File: config.mk
export PLATFORM = sky130hd
export DESIGN_NAME = sleep_reset_ctrl
export DESIGN_NICKNAME = d
export VERILOG_FILES = /design/src/sleep_pkg.sv /design/src/reset_pin_filter.sv /design/src/sleep_reset_ctrl.sv
export VERILOG_INCLUDE_DIRS = /design/src
export SDC_FILE = /design/constraint.sdc
export NUM_CORES = 1
export LEC_CHECK = 0
export ABC_AREA = 1
export BUFFER_PORTS_ARGS = -buffer_cell sky130_fd_sc_hd__buf_2
export CELL_PAD_IN_SITES_DETAIL_PLACEMENT = 1
export CELL_PAD_IN_SITES_GLOBAL_PLACEMENT = 2
export CORE_UTILIZATION = 25
export DETAILED_ROUTE_END_ITERATION = 6
export HOLD_SLACK_MARGIN = 0.06
export PLACE_DENSITY = 0.79
export SLEW_MARGIN = 20
export SYNTH_ARGS = -nofsm -noshare
export SYNTH_HDL_FRONTEND = slang
export SYNTH_SLANG_ARGS = --single-unit
File: constraint.sdc
create_clock -name sys_clk -period 1.7 [get_ports sys_clk]
set_clock_uncertainty 0.15 [all_clocks]
set_input_delay 0.34 -clock sys_clk [delete_from_list [all_inputs] [get_ports sys_clk]]
set_output_delay 0.34 -clock sys_clk [all_outputs]
set_load 0.02 [all_outputs]
File: src/sleep_cfg.svh
// Constants for the sleep mode and reset controller
`ifndef SLEEP_CFG_SVH
`define SLEEP_CFG_SVH
`define SLP_MODE_IDLE 3'h0
`define SLP_MODE_ADC 3'h1
`define SLP_MODE_PDOWN 3'h2
`define SLP_MODE_PSAVE 3'h3
`define SLP_MODE_STBY 3'h6
`define RST_MIN_PULSE_NS 2500
`define CLK_PERIOD_NS 100
// Least time: round up
`define RST_MIN_CYC ((`RST_MIN_PULSE_NS + `CLK_PERIOD_NS - 1) / `CLK_PERIOD_NS)
`define RST_CNT_W 6
`define PORT_W 8
`define PORTC_W 7
`define RST_PIN_BIT 6
`define PB_UPPER_LO 6
`endif

File: src/sleep_pkg.sv
// Types for the sleep mode and reset controller
package sleep_pkg;
    typedef enum logic [2:0] {ST_ACTIVE, ST_IDLE, ST_ADC, ST_PDOWN, ST_PSAVE, ST_STBY} pstate_t;
    typedef logic [2:0] mode_t;
endpackage : sleep_pkg

File: src/reset_pin_filter.sv
// Minimum-width filter for the external reset pin
`timescale 1ns/1ps
`include "sleep_cfg.svh"
module reset_pin_filter (
    // Clock and reset
    input wire logic sys_clk,
    input wire logic rst_n,
    // Pin level and enable
    input wire logic pin_low,
    input wire logic pin_enable,
    // Filtered reset
    output logic ext_reset
);
    typedef struct packed {
        logic [`RST_CNT_W-1:0] cnt;
        logic ext_reset;
    } filt_t;
    filt_t cur;
    filt_t next_cur;
    localparam logic [`RST_CNT_W-1:0] MIN_CYC = `RST_CNT_W'(`RST_MIN_CYC);

    always_comb begin
        next_cur = cur;
        if (pin_enable && pin_low) begin
            if (cur.cnt < MIN_CYC) begin
                next_cur.cnt = cur.cnt + `RST_CNT_W'(1);
            end
            next_cur.ext_reset = (cur.cnt >= MIN_CYC - `RST_CNT_W'(1));
        end else begin
            next_cur.cnt = '0;
            next_cur.ext_reset = 1'b0;
        end
    end

    always_ff @(posedge sys_clk) begin
        if (!rst_n) begin
            cur <= '0;
        end else begin
            cur <= next_cur;
        end
    end
    assign ext_reset = cur.ext_reset;

    a_short_no_rst: assert property (@(posedge sys_clk) disable iff (!rst_n)
        !(pin_enable && pin_low) |=> !ext_reset) else $error("reset without low pin");
endmodule : reset_pin_filter

File: src/sleep_reset_ctrl.sv
// Sleep mode clock gating, reset pin and port pin ownership
`timescale 1ns/1ps
`include "sleep_cfg.svh"
module sleep_reset_ctrl (
    // Clock and reset
    input wire logic sys_clk,
    input wire logic rst_n,
    // Core sleep control
    input wire sleep_pkg::mode_t sleep_mode,
    input wire logic sleep_enable,
    input wire logic sleep_req,
    input wire logic wake_irq,
    // Internal reset sources
    input wire logic other_reset,
    // Fuses and clock selection
    input wire logic reset_pin_disable_fuse,
    input wire logic clk_fuse_xtal,
    input wire logic clk_src_rc,
    input wire logic async_timer_clock_select,
    // Shared reset pin level
    input wire logic portc_bit6_pin,
    // Port drive requests from the port logic
    input wire logic [`PORT_W-1:0] portb_oe_req,
    input wire logic [`PORTC_W-1:0] portc_oe_req,
    input wire logic [`PORT_W-1:0] portd_oe_req,
    // Clock domain enables and sleep status
    output logic cpu_clk_en,
    output logic io_clk_en,
    output logic async_clk_en,
    output logic adc_clk_en,
    output logic osc_en,
    output logic sleeping,
    // Reset out and pin ownership
    output logic sys_reset,
    output logic [`PORT_W-1:0] portb_oe,
    output logic [`PORTC_W-1:0] portc_oe,
    output logic [`PORT_W-1:0] portd_oe,
    output logic timer_osc_pins,
    output logic portb_upper_pins
);
    import sleep_pkg::*;

    typedef struct packed {
        pstate_t st;
        logic cpu_clk_en;
        logic io_clk_en;
        logic async_clk_en;
        logic adc_clk_en;
        logic osc_en;
        logic sleeping;
        logic sys_reset;
        logic [`PORT_W-1:0] portb_oe;
        logic [`PORTC_W-1:0] portc_oe;
        logic [`PORT_W-1:0] portd_oe;
        logic timer_osc_pins;
        logic portb_upper_pins;
    } ctrl_t;

    ctrl_t cur;
    ctrl_t next_cur;
    logic ext_reset;
    logic any_reset;
    pstate_t next_st;

    reset_pin_filter u_filter (
        .sys_clk(sys_clk),
        .rst_n(rst_n),
        .pin_low(!portc_bit6_pin),
        .pin_enable(!reset_pin_disable_fuse),
        .ext_reset(ext_reset)
    );

    // Combine every reset source; pins float while any is active
    assign any_reset = ext_reset | other_reset;

    always_comb begin
        next_cur = cur;
        next_st = cur.st;
        case (cur.st)
            ST_ACTIVE: begin
                if (sleep_req && sleep_enable) begin
                    case (sleep_mode)
                        `SLP_MODE_IDLE: next_st = ST_IDLE;
                        `SLP_MODE_ADC: next_st = ST_ADC;
                        `SLP_MODE_PDOWN: next_st = ST_PDOWN;
                        `SLP_MODE_PSAVE: next_st = ST_PSAVE;
                        `SLP_MODE_STBY: next_st = ST_STBY;
                        default: next_st = ST_ACTIVE;
                    endcase
                end
            end
            ST_IDLE, ST_ADC, ST_PDOWN, ST_PSAVE, ST_STBY: begin
                // Wake keeps all other state: only the sleep state, sleeping and clock enables change
                if (wake_irq) begin
                    next_st = ST_ACTIVE;
                end
            end
            default: next_st = ST_ACTIVE;
        endcase
        if (any_reset) begin
            next_st = ST_ACTIVE;
        end
        next_cur.st = next_st;
        next_cur.sleeping = (next_st != ST_ACTIVE);
        next_cur.cpu_clk_en = (next_st == ST_ACTIVE);
        next_cur.io_clk_en = (next_st == ST_ACTIVE) || (next_st == ST_IDLE);
        next_cur.async_clk_en = (next_st == ST_ACTIVE) || (next_st == ST_IDLE) ||
            (next_st == ST_ADC) || (next_st == ST_PSAVE);
        next_cur.adc_clk_en = (next_st == ST_ACTIVE) || (next_st == ST_IDLE) || (next_st == ST_ADC);
        next_cur.osc_en = (next_st != ST_PDOWN) && (next_st != ST_PSAVE);
        next_cur.sys_reset = any_reset;
        next_cur.portb_upper_pins = clk_fuse_xtal;
        next_cur.timer_osc_pins = !clk_fuse_xtal && clk_src_rc && async_timer_clock_select;
        // Reset takes pin drive away; upper port B is not driven when used by an oscillator
        next_cur.portb_oe = any_reset ? '0 : portb_oe_req;
        if (next_cur.portb_upper_pins || next_cur.timer_osc_pins) begin
            next_cur.portb_oe[`PORT_W-1:`PB_UPPER_LO] = '0;
        end
        next_cur.portc_oe = any_reset ? '0 : portc_oe_req;
        if (!reset_pin_disable_fuse) begin
            next_cur.portc_oe[`RST_PIN_BIT] = 1'b0;
        end
        next_cur.portd_oe = any_reset ? '0 : portd_oe_req;
    end

    always_ff @(posedge sys_clk) begin
        if (!rst_n) begin
            cur <= '0;
            cur.osc_en <= 1'b1;
            cur.cpu_clk_en <= 1'b1;
            cur.io_clk_en <= 1'b1;
            cur.async_clk_en <= 1'b1;
            cur.adc_clk_en <= 1'b1;
            cur.sys_reset <= 1'b1;
        end else begin
            cur <= next_cur;
        end
    end

    assign cpu_clk_en = cur.cpu_clk_en;
    assign io_clk_en = cur.io_clk_en;
    assign async_clk_en = cur.async_clk_en;
    assign adc_clk_en = cur.adc_clk_en;
    assign osc_en = cur.osc_en;
    assign sleeping = cur.sleeping;
    assign sys_reset = cur.sys_reset;
    assign portb_oe = cur.portb_oe;
    assign portc_oe = cur.portc_oe;
    assign portd_oe = cur.portd_oe;
    assign timer_osc_pins = cur.timer_osc_pins;
    assign portb_upper_pins = cur.portb_upper_pins;

    a_mode_select: assert property (@(posedge sys_clk) disable iff (!rst_n)
        (cur.st == ST_ACTIVE && sleep_req && sleep_enable && sleep_mode == `SLP_MODE_PDOWN && !any_reset)
        |=> sleeping && !osc_en) else $error("power-down not entered");
    a_idle_clocks: assert property (@(posedge sys_clk) disable iff (!rst_n)
        (cur.st == ST_IDLE) |-> !cpu_clk_en && io_clk_en && async_clk_en) else $error("idle clocks wrong");
    a_pdown_stop: assert property (@(posedge sys_clk) disable iff (!rst_n)
        (cur.st == ST_PDOWN) |-> !osc_en && !io_clk_en && !async_clk_en) else $error("power-down clocks");
    a_psave_async: assert property (@(posedge sys_clk) disable iff (!rst_n)
        (cur.st == ST_PSAVE) |-> async_clk_en && !osc_en && !io_clk_en) else $error("power-save clocks");
    a_adc_clocks: assert property (@(posedge sys_clk) disable iff (!rst_n)
        (cur.st == ST_ADC) |-> adc_clk_en && async_clk_en && !io_clk_en && !cpu_clk_en) else $error("adc mode");
    a_stby_osc: assert property (@(posedge sys_clk) disable iff (!rst_n)
        (cur.st == ST_STBY) |-> osc_en && !cpu_clk_en && !async_clk_en) else $error("standby clocks");
    a_reset_float: assert property (@(posedge sys_clk) disable iff (!rst_n)
        any_reset |=> portb_oe == '0 && portc_oe == '0 && portd_oe == '0) else $error("pins driven in reset");
    a_rst_pin_in: assert property (@(posedge sys_clk) disable iff (!rst_n)
        !reset_pin_disable_fuse |=> !portc_oe[`RST_PIN_BIT]) else $error("reset pin driven");
    a_long_low: assert property (@(posedge sys_clk) disable iff (!rst_n)
        (!reset_pin_disable_fuse && !portc_bit6_pin)[*8] ##1 (!reset_pin_disable_fuse && !portc_bit6_pin)[*8]
        ##1 (!reset_pin_disable_fuse && !portc_bit6_pin)[*8] ##1 (!reset_pin_disable_fuse && !portc_bit6_pin)[*2]
        |=> sys_reset) else $error("long reset pulse missed");
    a_tosc_pins: assert property (@(posedge sys_clk) disable iff (!rst_n)
        (clk_src_rc && async_timer_clock_select && !clk_fuse_xtal) |=> timer_osc_pins) else $error("tosc pins");
    a_xtal_pins: assert property (@(posedge sys_clk) disable iff (!rst_n)
        clk_fuse_xtal |=> portb_upper_pins && portb_oe[`PORT_W-1:`PB_UPPER_LO] == '0) else $error("xtal pins");
    a_wake_run: assert property (@(posedge sys_clk) disable iff (!rst_n)
        (sleeping && wake_irq) |=> !sleeping && cpu_clk_en && osc_en) else $error("wake failed");

    // Refused requests must leave the core running
    a_bad_mode: assert property (@(posedge sys_clk) disable iff (!rst_n)
        (cur.st == ST_ACTIVE && sleep_req && sleep_enable && !any_reset &&
        !(sleep_mode inside {`SLP_MODE_IDLE, `SLP_MODE_ADC, `SLP_MODE_PDOWN, `SLP_MODE_PSAVE, `SLP_MODE_STBY}))
        |=> !sleeping && cpu_clk_en) else $error("invalid mode slept");
    a_no_enable: assert property (@(posedge sys_clk) disable iff (!rst_n)
        (cur.st == ST_ACTIVE && !sleep_enable) |=> !sleeping) else $error("slept without enable");
    a_sleep_hold: assert property (@(posedge sys_clk) disable iff (!rst_n)
        (sleeping && !wake_irq && !any_reset) |=> sleeping && $stable(cur.st)) else $error("sleep left early");
    a_reset_wake: assert property (@(posedge sys_clk) disable iff (!rst_n)
        any_reset |=> !sleeping && cpu_clk_en && osc_en) else $error("reset did not wake");
    a_psave_rest: assert property (@(posedge sys_clk) disable iff (!rst_n)
        (cur.st == ST_PSAVE) |-> !cpu_clk_en && !adc_clk_en) else $error("power-save core clocks");
    a_stby_rest: assert property (@(posedge sys_clk) disable iff (!rst_n)
        (cur.st == ST_STBY) |-> !io_clk_en && !adc_clk_en) else $error("standby io clocks");
    a_reset_out: assert property (@(posedge sys_clk) disable iff (!rst_n)
        1'b1 |=> sys_reset == $past(any_reset)) else $error("reset output lags");
    // Outside reset the port logic owns the pins it asks for, except the enabled reset pin and oscillator-used upper port B
    a_oe_pass: assert property (@(posedge sys_clk) disable iff (!rst_n)
        !any_reset |=> portd_oe == $past(portd_oe_req)) else $error("port d drive lost");
    a_pin_io: assert property (@(posedge sys_clk) disable iff (!rst_n)
        (reset_pin_disable_fuse && !any_reset) |=> portc_oe[`RST_PIN_BIT] == $past(portc_oe_req[`RST_PIN_BIT]))
        else $error("shared pin not general io");
    a_fuse_no_rst: assert property (@(posedge sys_clk) disable iff (!rst_n)
        (reset_pin_disable_fuse && !other_reset)[*2] |=> !sys_reset) else $error("disabled pin reset");
    a_upper_free: assert property (@(posedge sys_clk) disable iff (!rst_n)
        (!any_reset && !clk_fuse_xtal && !(clk_src_rc && async_timer_clock_select))
        |=> portb_oe == $past(portb_oe_req)) else $error("upper port b blocked");
    a_xtal_wins: assert property (@(posedge sys_clk) disable iff (!rst_n)
        clk_fuse_xtal |=> !timer_osc_pins) else $error("timer pins over crystal");
    a_wake_only: assert property (@(posedge sys_clk) disable iff (!rst_n)
        (cur.st == ST_ACTIVE && wake_irq && !(sleep_req && sleep_enable)) |=> !sleeping) else $error("wake slept");

    c_idle: cover property (@(posedge sys_clk) disable iff (!rst_n) cur.st == ST_IDLE ##[1:20] cur.st == ST_ACTIVE);
    c_psave: cover property (@(posedge sys_clk) disable iff (!rst_n) cur.st == ST_PSAVE);
    c_stby: cover property (@(posedge sys_clk) disable iff (!rst_n) cur.st == ST_STBY);
    c_pinrst: cover property (@(posedge sys_clk) disable iff (!rst_n) ext_reset);
    c_adc: cover property (@(posedge sys_clk) disable iff (!rst_n) cur.st == ST_ADC);
endmodule : sleep_reset_ctrl

Word-level counts from Yosys, hierarchy flattened
Index checks and enable logic that the tools add are counted.

storage, ports and cells
  bits in registers = 42
  input port bits = 37
  output and inout bits = 32

operators by class
  add/subtract/negate cells = 1
  order comparisons = 2
  equal/unequal tests = 14
  mux-type cells = 5
  bitwise operators = 3
  reduce and logical (&&, ||, !) cells = 21

operators with widths
  operator             count
  $eq 3x2->1 const B   5
  $pmux 3 s5           1
  $eq 3x3->1 const B   4
  $eq 3x1->1 const B   3
  $logic_not 3->1      3
  $mux 3               3
  $add 6x1->6 const B  1
  $ge 6x5->1 const B   1
  $lt 6x5->1 const B   1
  $pmux 3 s2           1
  $reduce_or 3->1      2
  $logic_and 1x1->1    5
  $reduce_or 5->1      1
  $logic_or 1x1->1     4
  $logic_not 1->1      3
  $ne 3x2->1 const B   1
  $ne 3x3->1 const B   1
  $reduce_bool 3->1    1
  $not 1->1            2
  $reduce_and 2->1     1
  $reduce_or 2->1      1
  $or 1x1->1           1

Depth between registers and ports, before layout
  word-level depth = 9
  mapped depth = 9
  depth with buffers taken out = 9

By module
Synthesis repeated with hierarchy kept, for this count alone.

unflattened totals
  cell total of the unflattened synthesis = 213
  area total of the unflattened synthesis = 1,725.4 um2

modules (own cells, without submodules)
  module            times used  cells each  area an instance (um2)  seq. area each (um2)
  sleep_reset_ctrl  1           167         1,371.3                 700.7
  reset_pin_filter  1           46          354.1                   140.1

Least setup slack after synthesis
No wires, ideal clock.

  kind = reg2reg
  from = register u_filter.cur[1] in the netlist's numbering
  to = register u_filter.cur[4] in the netlist's numbering
  arrival time = 1,066 ps
  data required time = 1,437 ps
  slack = 371 ps
  stages on the path, launching flop included = 9
  path buffers = 0
  period minus slack after synthesis = 1,329 ps
  cells stage by stage = dfxtp_1 inv_1 ha_1 a21oi_1 nor2_2 inv_1 nor2_1 nor2_1 nor2_1

on the way
  longest elaborated chain between the ends = 1
  elaborated cells between the ends (all ways) = 2

RTL lines
  element                                           RTL line                                        RTL
  start: declaration                                reset_pin_filter.sv:18                          filt_t cur;
  start signal: assignment                          reset_pin_filter.sv:39                          cur <= next_cur;
  $add 6x1->6 / $lt 6x5->1 (equally long branches)  reset_pin_filter.sv:26, reset_pin_filter.sv:25

Parallel ways exist; a longest one is shown, timed or not.
A chain may end at the register's enable or synchronous reset.

Final worst setup path
  from = register u_filter.cur[2] in the netlist's numbering
  to = register u_filter.cur[4] in the netlist's numbering

Same word-level chain as after synthesis.

==> flow_summary.ini <==
[timing]
max_clock_freq_mhz = 674
finalSetupTns_ns = 0
worst_slew_pin_slew_ns = 0.267
finalMaxSlewViolations = 0
finalHoldViolCount = 0
slew_headroom_pct = 82.1
setup_viol = 0
fin_crit_sh_pct = 87.3
post-route-min-period_ns = 1.48
rsz0062_at_grt = false

[cells_and_area]
nets = 293
antenna_cells = 0
layout_common_cells = 68 x buf_2, 43 x inv_1, 42 x dfxtp_1, 30 x nor2_1, 28 x nand2_1
fin_cells = 330
drive_gt1_share_pct = 33.2
fillers = 782
final_common_cell = buf_2
area_delta_synth_final_pct = 22.8

[synthesis]
seq_area_frac_synth_pct = 51.3
synth_fp_nets = 242
syn_area_per_cell_um2 = 8.11
syn_area_mm2 = 0.00164
ys_ff_latch = 42
yosysWarnings = 0
synthCells = 202
synth_cell_types = 21

[pwr]
leakage_nw = 1.11
power_density_mw_per_mm2 = 991
peakVddDrop_mv = 0.395

[placed_design]
hpwl_mm = 2.53
port_buffers = 68
gp_congestion = 0.730
dp_cells = 323

[clock_network]
tritoncts = yes
cts_sinks = 42
numCtsBuffers = 5
clkTransAtPathRegs_ns = 0.08
clk_latency_ns = 0.29
cts_root_buf = clkbuf_8
post-cts-setup-buffers = 0
ctsLongestPathBuffers = 2
htree_levels = 2
cts-resized-gates = 0
cts_hold_buf = 0

[routing]
via_per_inst = 3.83
wire_per_inst_um = 9.61
drc = 0
wl_mm = 3.17
dr.pass1.iters = 4
ant_nets = 0
vias = 1263
drt_iter0_drc = 13

[grt]
grt_pass1_wl_mm = 5.60
antenna_found_initial = 0
grt_max_degree = 25
grt_use_total_pct = 10.3
grt_pass1_vias = 1237
grt_overflow_total = 0

[die]
initial_utilization_pct = 25.8
die_x_um = 83.0
die_y_um = 83.0
core-area_mm2 = 0.00635
die_area_mm2 = 0.00688
rows = 29
ioPinCount = 69

[critical_path]
cp_cell_sequence = inv_1, ha_1, a21oi_1, nor2_2, inv_1, nor2_1, nand2_1, nand2_1, nor2_1
cp_top_family = simple AND/OR/NAND/NOR gates
required_ns = 1.74
end_kind = flop
cp_slowest_cell = dfxtp_1
max_stage_delay_ns = 0.33
cp_max_fo = 5
worstPathArrival_ns = 1.52
timing.critical_path.buf_inv = 2
crit_type = flop to flop
startpoint_type = flop

[outcome]
status = completed

[min_path]
min_path_type = primary input to flop

[run]
maxCapViolations = 0
-- layout make-up --
class	instances	area (um2)	share of cell area, %
clock buffer	6	82.6	4.10
clock inverter	1	30.0	1.49
inverter	44	165	8.20
multi-input combinational	91	450	22.4
sequential	42	841	41.8
tap	77	96.3	4.79
timing repair buffer	69	348	17.3
-- flip-flops by register name, summed over array words and instances, names as in the netlist, 3 cells and up --
name,cells
u_filter.cur,6
cur,3
portd_oe,8
portc_oe,7
portb_oe,8
-- power by group --
group	total, W	internal, W	switching (W)
registers	0.00102	0.00101	0.00000878
clock network	0.000790	0.000470	0.000320
logic	0.000182	0.0000717	0.000110
-- metrics by stage --
stage	setup WS [ns]	util, %	power [W]	cell area [um2]	hold WS, ns
6_report	0.216	31.7	0.00199	2010	0.106
2_1_floorplan	0.371	-	0.00117	1640	0.267
4_1_cts	0.207	31.7	0.00204	2010	0.0922
5_1_grt	0.0347	31.7	0.00210	2010	0.0947
3_3_place_gp	0.236	29.9	0.00123	1900	0.286
3_5_place_dp	0.218	29.9	0.00123	1900	0.296
-- layer usage --
metal | vias to the layer above | GRT usage [%] | routed length (um)
met5 | - | 0 | 0
met4 | 0 | 5.64 | 64
met3 | 4 | 3.38 | 170
met2 | 39 | 16.0 | 1450
met1 | 550 | 12.6 | 1480
li1 | 670 | - | -
-- synth_stat cells, drive strengths merged --
library cell  instances  area share [%]
nand3b                1            0.46
dfxtp                42              51
o21ai                 6             2.1
inv                  44              10
nor2                 31             7.3
a21oi                 9             2.7
nand3                 6             2.9
nor3                  4             2.2
nand2                29             6.8
nor4                  2            0.76
ha                    3             2.3
buf                  25              11
-- worst register-to-register path: stages (launching register included) --
cell     delay, ns
dfxtp_1       0.33
inv_1         0.10
ha_1          0.16
a21oi_1       0.07
nor2_2        0.19
inv_1         0.10
nor2_1        0.13
nand2_1       0.06
nand2_1       0.05
nor2_1        0.04
-- kinds of logic (layout without fill, tap and decap cells) --
group / after synthesis / after routing / share of synthesized area, %
AO/OA/AOI/OAI: 15 / 15 / 4.81
adder cells (fa/ha/maj): 3 / 3 / 2.29
buffers and inverters: 69 / 120 / 21.2
flip-flops: 42 / 42 / 51.3
AND/OR/NAND/NOR: 73 / 73 / 20.4
-- path summary, 6_finish.rpt --
kind	from	slack, ns	endpoint	cells after the start
worst max-delay path	u_filter.cur[2]$_SDFFE_PN0N_	0.22	u_filter.cur[4]$_SDFFE_PN0N_	9
worst min-delay path	clk_fuse_xtal	0.11	timer_osc_pins$_SDFF_PN0_	2
worst max register to register	u_filter.cur[2]$_SDFFE_PN0N_	0.22	u_filter.cur[4]$_SDFFE_PN0N_	9
worst min register to register	u_filter.cur[5]$_SDFFE_PN0N_	0.31	u_filter.cur[5]$_SDFFE_PN0N_	2
(Power assumes the default switching activity.)
